### src/verilog/rst_boot_pkg.sv
// Package with shared constants and carriers for reset and boot-mode capture.
package rst_boot_pkg;

  // Number of boot-select pins and modes.
  localparam int unsigned MODE_PINS = 3;
  localparam int unsigned MODE_COUNT = 8;

  // Synchroniser depth and internal reset stretch after release.
  localparam int unsigned SYNC_STAGES = 2;
  localparam int unsigned STRETCH_CYCLES = 4;
  localparam logic [2:0] STRETCH_LAST = 3'(STRETCH_CYCLES - 1);

  // Bootstrap length in cycles after the internal reset ends.
  localparam int unsigned BOOT_CYCLES = 16;
  localparam logic [4:0] BOOT_LAST = 5'(BOOT_CYCLES - 1);

  // Reset values of the captured mode and the one-hot decode.
  localparam logic [2:0] MODE_RESET = 3'h0;
  localparam logic [7:0] ONEHOT_RESET = 8'h00;

  // Phases of the sequencer.
  typedef enum logic [1:0] {
    PH_RESET,
    PH_STRETCH,
    PH_BOOT,
    PH_RUN
  } phase_t;

  // Reset source levels gathered together.
  typedef struct packed {
    logic ext_rst;
    logic low_voltage;
    logic sw_reset;
    logic watchdog_timeout;
  } rst_src_t;

  // Direction and drive of one port H pin group.
  typedef struct packed {
    logic [2:0] out;
    logic [2:0] oe;
  } pin_drive_t;

endpackage

### src/verilog/rst_sync.sv
// Two-flop reset release synchroniser.
`timescale 1ns/10ps
module rst_sync #(
  parameter int unsigned STAGES = 2
) (
  input  wire logic mclk,
  input  wire logic arst_n,
  output logic      rst_sync_n
);

  logic [STAGES-1:0] chain_ff;

  // Assertion is asynchronous; release ripples through the chain.
  always_ff @(posedge mclk or negedge arst_n) begin
    if (!arst_n) begin
      chain_ff <= '0;
    end else begin
      chain_ff <= {chain_ff[STAGES-2:0], 1'b1};
    end
  end

  assign rst_sync_n = chain_ff[STAGES-1];

endmodule

### src/verilog/reset_boot_mode_capture.sv
// Reset sequencer with boot-mode capture and port H pin release.
`timescale 1ns/10ps
module reset_boot_mode_capture #(
  parameter int unsigned BOOT_LEN = rst_boot_pkg::BOOT_CYCLES
) (
  input  wire logic       mclk,
  input  wire logic       arst_n,
  input  wire logic       low_voltage,
  input  wire logic       sw_reset,
  input  wire logic       watchdog_timeout,
  input  wire logic       port_h_pin0_io_in,
  input  wire logic       port_h_pin1_io_in,
  input  wire logic       port_h_pin2_io_in,
  input  wire logic [2:0] gpio_out,
  input  wire logic [2:0] gpio_oe,
  output logic            port_h_pin0_io_out,
  output logic            port_h_pin1_io_out,
  output logic            port_h_pin2_io_out,
  output logic            port_h_pin0_io_oe,
  output logic            port_h_pin1_io_oe,
  output logic            port_h_pin2_io_oe,
  output logic [2:0]      gpio_in,
  output logic            reset_out_pin_n,
  output logic            core_rst_n,
  output logic            boot_active,
  output logic [2:0]      boot_mode,
  output logic [7:0]      boot_mode_onehot
);

  // ----------------------------------------------------------------
  // Helpers
  // ----------------------------------------------------------------

  // Decodes a three-bit mode into a one-hot word of eight.
  function automatic logic [7:0] decode_mode(input logic [2:0] m);
    logic [7:0] r;
    r = 8'h01 << m;
    return r;
  endfunction

  // ----------------------------------------------------------------
  // Reset sources and synchronised release
  // ----------------------------------------------------------------

  logic                    ext_rst_sync_n;
  rst_boot_pkg::rst_src_t  src;
  logic                    any_src;
  logic [2:0]              pins_in;

  // Release of the external reset is retimed to mclk.
  rst_sync #(
    .STAGES (rst_boot_pkg::SYNC_STAGES)
  ) u_sync (
    .mclk       (mclk),
    .arst_n     (arst_n),
    .rst_sync_n (ext_rst_sync_n)
  );

  // Gathers every reset condition into one level.
  assign src.ext_rst          = ~ext_rst_sync_n;
  assign src.low_voltage      = low_voltage;
  assign src.sw_reset         = sw_reset;
  assign src.watchdog_timeout = watchdog_timeout;
  assign any_src              = |src;
  assign pins_in = {port_h_pin2_io_in, port_h_pin1_io_in, port_h_pin0_io_in};

  // ----------------------------------------------------------------
  // Sequencer
  // ----------------------------------------------------------------

  rst_boot_pkg::phase_t phase_ff;
  rst_boot_pkg::phase_t nxt_phase;
  logic [2:0]           stretch_ff;
  logic [4:0]           boot_cnt_ff;
  logic [4:0]           boot_last;

  assign boot_last = 5'(BOOT_LEN - 1);

  // Picks the next phase; any reset source returns to the reset phase.
  always_comb begin
    nxt_phase = phase_ff;
    if (any_src) begin
      nxt_phase = rst_boot_pkg::PH_RESET;
    end else begin
      case (phase_ff)
        rst_boot_pkg::PH_RESET: begin
          nxt_phase = rst_boot_pkg::PH_STRETCH;
        end
        rst_boot_pkg::PH_STRETCH: begin
          if (stretch_ff == rst_boot_pkg::STRETCH_LAST) begin
            nxt_phase = rst_boot_pkg::PH_BOOT;
          end
        end
        rst_boot_pkg::PH_BOOT: begin
          if (boot_cnt_ff == boot_last) begin
            nxt_phase = rst_boot_pkg::PH_RUN;
          end
        end
        rst_boot_pkg::PH_RUN: begin
          nxt_phase = rst_boot_pkg::PH_RUN;
        end
        default: begin
          nxt_phase = rst_boot_pkg::PH_RESET;
        end
      endcase
    end
  end

  // Holds the phase.
  always_ff @(posedge mclk or negedge arst_n) begin
    if (!arst_n) begin
      phase_ff <= rst_boot_pkg::PH_RESET;
    end else begin
      phase_ff <= nxt_phase;
    end
  end

  // Counts the stretch cycles after release.
  always_ff @(posedge mclk or negedge arst_n) begin
    if (!arst_n) begin
      stretch_ff <= 3'h0;
    end else if (phase_ff == rst_boot_pkg::PH_STRETCH && !any_src) begin
      stretch_ff <= stretch_ff + 3'h1;
    end else begin
      stretch_ff <= 3'h0;
    end
  end

  // Counts the bootstrap cycles.
  always_ff @(posedge mclk or negedge arst_n) begin
    if (!arst_n) begin
      boot_cnt_ff <= 5'h00;
    end else if (phase_ff == rst_boot_pkg::PH_BOOT && !any_src) begin
      boot_cnt_ff <= boot_cnt_ff + 5'h01;
    end else begin
      boot_cnt_ff <= 5'h00;
    end
  end

  // ----------------------------------------------------------------
  // Boot mode capture
  // ----------------------------------------------------------------

  logic [2:0] mode_ff;
  logic [7:0] onehot_ff;

  // Latches the pins on the first cycle after all reset sources end.
  always_ff @(posedge mclk or negedge arst_n) begin
    if (!arst_n) begin
      mode_ff <= rst_boot_pkg::MODE_RESET;
    end else if (phase_ff == rst_boot_pkg::PH_RESET && !any_src) begin
      mode_ff <= pins_in;
    end
  end

  // Keeps the one-hot decode of the captured mode.
  always_ff @(posedge mclk or negedge arst_n) begin
    if (!arst_n) begin
      onehot_ff <= rst_boot_pkg::ONEHOT_RESET;
    end else if (phase_ff == rst_boot_pkg::PH_RESET) begin
      onehot_ff <= rst_boot_pkg::ONEHOT_RESET;
    end else begin
      onehot_ff <= decode_mode(mode_ff);
    end
  end

  // ----------------------------------------------------------------
  // Outputs
  // ----------------------------------------------------------------

  // Reset output and internal reset, both registered.
  always_ff @(posedge mclk or negedge arst_n) begin
    if (!arst_n) begin
      reset_out_pin_n <= 1'b0;
      core_rst_n      <= 1'b0;
    end else begin
      reset_out_pin_n <= ~any_src;
      core_rst_n      <= (nxt_phase == rst_boot_pkg::PH_BOOT) || (nxt_phase == rst_boot_pkg::PH_RUN);
    end
  end

  // Boot status outputs.
  always_ff @(posedge mclk or negedge arst_n) begin
    if (!arst_n) begin
      boot_active      <= 1'b0;
      boot_mode        <= rst_boot_pkg::MODE_RESET;
      boot_mode_onehot <= rst_boot_pkg::ONEHOT_RESET;
    end else begin
      boot_active      <= (nxt_phase == rst_boot_pkg::PH_BOOT);
      boot_mode        <= mode_ff;
      boot_mode_onehot <= onehot_ff;
    end
  end

  // Port H pins stay inputs until bootstrap is over, then follow GPIO.
  rst_boot_pkg::pin_drive_t drv;
  logic                     run_next;

  assign run_next = (nxt_phase == rst_boot_pkg::PH_RUN);
  assign drv.out  = run_next ? gpio_out : 3'h0;
  assign drv.oe   = run_next ? gpio_oe : 3'h0;

  always_ff @(posedge mclk or negedge arst_n) begin
    if (!arst_n) begin
      port_h_pin0_io_out <= 1'b0;
      port_h_pin1_io_out <= 1'b0;
      port_h_pin2_io_out <= 1'b0;
      port_h_pin0_io_oe  <= 1'b0;
      port_h_pin1_io_oe  <= 1'b0;
      port_h_pin2_io_oe  <= 1'b0;
      gpio_in            <= 3'h0;
    end else begin
      port_h_pin0_io_out <= drv.out[0];
      port_h_pin1_io_out <= drv.out[1];
      port_h_pin2_io_out <= drv.out[2];
      port_h_pin0_io_oe  <= drv.oe[0];
      port_h_pin1_io_oe  <= drv.oe[1];
      port_h_pin2_io_oe  <= drv.oe[2];
      gpio_in            <= run_next ? pins_in : 3'h0;
    end
  end

endmodule

### config.mk
export PLATFORM = sky130hd
export DESIGN_NAME = reset_boot_mode_capture
export DESIGN_NICKNAME = d
export VERILOG_FILES = /design/src/verilog/rst_boot_pkg.sv /design/src/verilog/rst_sync.sv /design/src/verilog/reset_boot_mode_capture.sv
export SDC_FILE = /design/constraint.sdc
export NUM_CORES = 1
export LEC_CHECK = 0
export BUFFER_PORTS_ARGS = -buffer_cell sky130_fd_sc_hd__buf_2
export CAP_MARGIN = 0
export CORE_MARGIN = 2
export CORE_UTILIZATION = 55
export DETAILED_ROUTE_END_ITERATION = 10
export PLACE_DENSITY = 0.87
export SLEW_MARGIN = 20
export SYNTH_ARGS = -nofsm -noshare
export SYNTH_HDL_FRONTEND = slang
export SYNTH_SLANG_ARGS = --single-unit
### constraint.sdc
create_clock -name mclk -period 3.25 [get_ports mclk]
set_input_delay 0.325 -clock mclk [delete_from_list [all_inputs] [get_ports mclk]]
set_output_delay 0.325 -clock mclk [all_outputs]
set_load 0.02 [all_outputs]
==> flow_summary.yaml <==
run_status:
  status: "finished clean"
logic_synthesis:
  synth_edf_count: 0
  syn_nets: 124
  synthArstFlopShare: 1.000
  synth.area.top_cells: "dfrtp_1 (75%), nor2_1 (4.2%), ha_1 (3.3%)"
  ys.warnings.count: 0
  synth_area_per_cell_sq_um: 14.39
  synthCells: 106
  yosysSeqAreaShare: 0.7547
  synthFlopType: "dfrtp_1"
  ys_types: 25
  netlist_area_sq_um: 1525
  synth-seq-cells: 46
  synth_top_area_share: 0.7547
  synth.largest_area_cell: "dfrtp_1"
placed_design:
  gp_congestion: 0.7465
  dp_hpwl_microns: 1544
  dpl_cell_area_sq_um: 1739
  portBuffers: 36
critical_path:
  path_cells: "ha_1 -> and3_1 -> ha_1 -> nor2_1 -> nor3b_1 -> and2_2"
  cp.required_ns: 3.55
  path_max_fanout: 9
  crit_arrival_ns: 2.25
  critPathMaxStageDelay_ns: 0.70
  end_kind: "register"
  ff2ff_path_depth: 6
  crit_top_cell: "ha_1"
  crit_path_top_delay_cell: "nor3b_1"
  critPathKind: "reg2reg"
  startpoint_type: "register"
grt:
  overflow: 0
  grt_pass1_vias: 892
  antenna_found_initial: 0
  grt_max_degree: 47
  grt_pass1_wl_microns: 3670
  track_usage: 0.1590
clock_network:
  cts_hold_buf: 0
  cts_buffers: 5
  cts-root-buf: "clkbuf_4"
  path_clk_slew_ns: 0.13
  cts.htree.levels: 2
  clk_path_buf_depth: 2
  clock_latency_ns: 0.35
  cts_tree: "done"
  post_cts_resized: 0
  post_cts_buffers: 0
  clock_sinks: 46
power:
  ir_drop_mv: 0.5624
  power.leakage_nw: 0.9954
  p_per_area_nw_per_um2: 549.7
final_layout:
  nNetsFinal: 166
  final_layout_size_suffix_gt1_frac: 0.3624
  syn_to_final_growth_pct: 19.44
  mostFrequentLayoutCells: "dfrtp_1 (46), buf_2 (36), nor2_1 (17), and2_2 (6), clkbuf_4 (5)"
  design_area_sq_um: 1822
  mostFrequentLayoutCell: "dfrtp_1"
  antenna_cells: 0
  fillers: 208
floorplan:
  initial_core_util: 0.5678
  io_pins: 37
  die_h_microns: 56.66
  die_area_sq_um: 3210
  fp.coreArea_sq_um: 2686
  die_w_microns: 56.66
  rows: 19
timing:
  fin_crit_ns: 1.955
  relSlewSlack: 0.3736
  max_freq_ghz: 0.5114
  drv_slew: 0
  fin_setup_tns_ns: 0
  setup-violations-final: 0
  period_share: 0.6016
  clock_skew_ns: 0.007701
  hold_viol: 0
  rsz0062_at_grt: "false"
  tightest_slew_ns: 0.9397
routing:
  drcViolationCount: 0
  drtAntennaViolNets: 0
  wl_per_cell_microns: 11.77
  vias_per_cell: 4.922
  drt_wl_total_microns: 2118
  drt_first_pass_iters: 3
  vias: 886
  first_iter_violations: 7
flow_run:
  cap_violations: 0
worst_hold_path:
  hold_path.class: "in2async"
[where the power goes]
part	internal (mW)	switching, mW	leakage (nW)	total, mW
combinational	0.0245	0.0370	0.333	0.0614
clock	0.161	0.170	0.0374	0.331
sequential	0.593	0.0155	0.625	0.609
total	0.779	0.222	0.995	1.00
[cells by family (layout without fill, tap and decap cells)]
kind of cell | after synthesis | in the layout | synth area share
buffers and inverters | 5 | 48 | 0.01312
AO/OA/AOI/OAI | 4 | 4 | 0.01640
AND/OR/NAND/NOR | 41 | 41 | 0.1468
flip-flops | 46 | 46 | 0.7547
multiplexers | 3 | 3 | 0.02215
XOR/XNOR | 2 | 2 | 0.01149
adder cells (fa/ha/maj) | 4 | 4 | 0.03282
other | 1 | 1 | 0.002459
[metrics by stage]
| step | util | cells | hold slack [ns] | total power, mW | setup slack (ns) |
|---|---|---|---|---|---|
| 2_1_floorplan | - | 106 | 0.02941 | 0.6487 | 1.548 |
| 3_3_place_gp | 0.6474 | 172 | 0.3328 | 0.6789 | 1.302 |
| 3_5_place_dp | 0.6474 | 172 | 0.3347 | 0.6823 | 1.150 |
| 4_1_cts | 0.6782 | 180 | 0.1051 | 1.017 | 1.300 |
| 5_1_grt | 0.6782 | 180 | 0.1445 | 1.044 | 1.147 |
| 6_report | 0.6782 | 180 | 0.1008 | 1.001 | 1.295 |
[sequential cells by signal (all words and copies together), names as in the netlist, 2 cells and up]
name,count
boot_cnt_ff,5
boot_mode,3
boot_mode_onehot,8
gpio_in,3
mode_ff,3
onehot_ff,8
phase_ff,2
stretch_ff,3
u_sync.chain_ff,2
[synth_stat cells, types with 2 or more instances]
master and count:
dfrtp_1 46, nor3_1 2, and3_1 2, nand2b_1 2, nor2_1 17, and2_1 4
nand2_1 2, mux2_2 3, ha_1 4, inv_1 4, and2_2 6
[metal layers]
| layer | routed length (microns) | global-route usage | vias to the layer above |
|---|---|---|---|
| li1 | - | - | 421 |
| met1 | 773 | 0.1645 | 435 |
| met2 | 1136 | 0.2575 | 24 |
| met3 | 148 | 0.05760 | 6 |
| met4 | 59 | 0.1259 | 0 |
| met5 | 0 | 0 | - |
[cell type report]
| class | count | area (sq um) | share of cell area |
|---|---|---|---|
| inverter | 4 | 15.01 | 0.008242 |
| tap | 31 | 38.79 | 0.02129 |
| multi-input combinational | 55 | 354.1 | 0.1944 |
| sequential | 46 | 1151 | 0.6319 |
| clock inverter | 3 | 45.04 | 0.02473 |
| clock buffer | 5 | 37.54 | 0.02060 |
| timing repair buffer | 36 | 180.2 | 0.09890 |
[worst paths after layout]
check / from / end / slack (ns)
setup / recovery: boot_cnt_ff[0] / gpio_in[1] / 1.29
hold / removal: arst_n / boot_mode_onehot[7] / 0.10
setup reg to reg: boot_cnt_ff[0] / gpio_in[1] / 1.29
hold reg to reg: onehot_ff[7] / boot_mode_onehot[7] / 0.36
max in group asynchronous: arst_n / port_h_pin1_io_out / 2.57
min in group mclk: gpio_out[2] / port_h_pin2_io_out / 0.17
[worst max-delay path, delay by kind of cell (launching register included)]
family	cells	cell delay, ns
DFF	1	0.39
adders and majority gates	2	0.33
and+or+nand+nor	4	1.19
(Power assumes the default switching activity.)
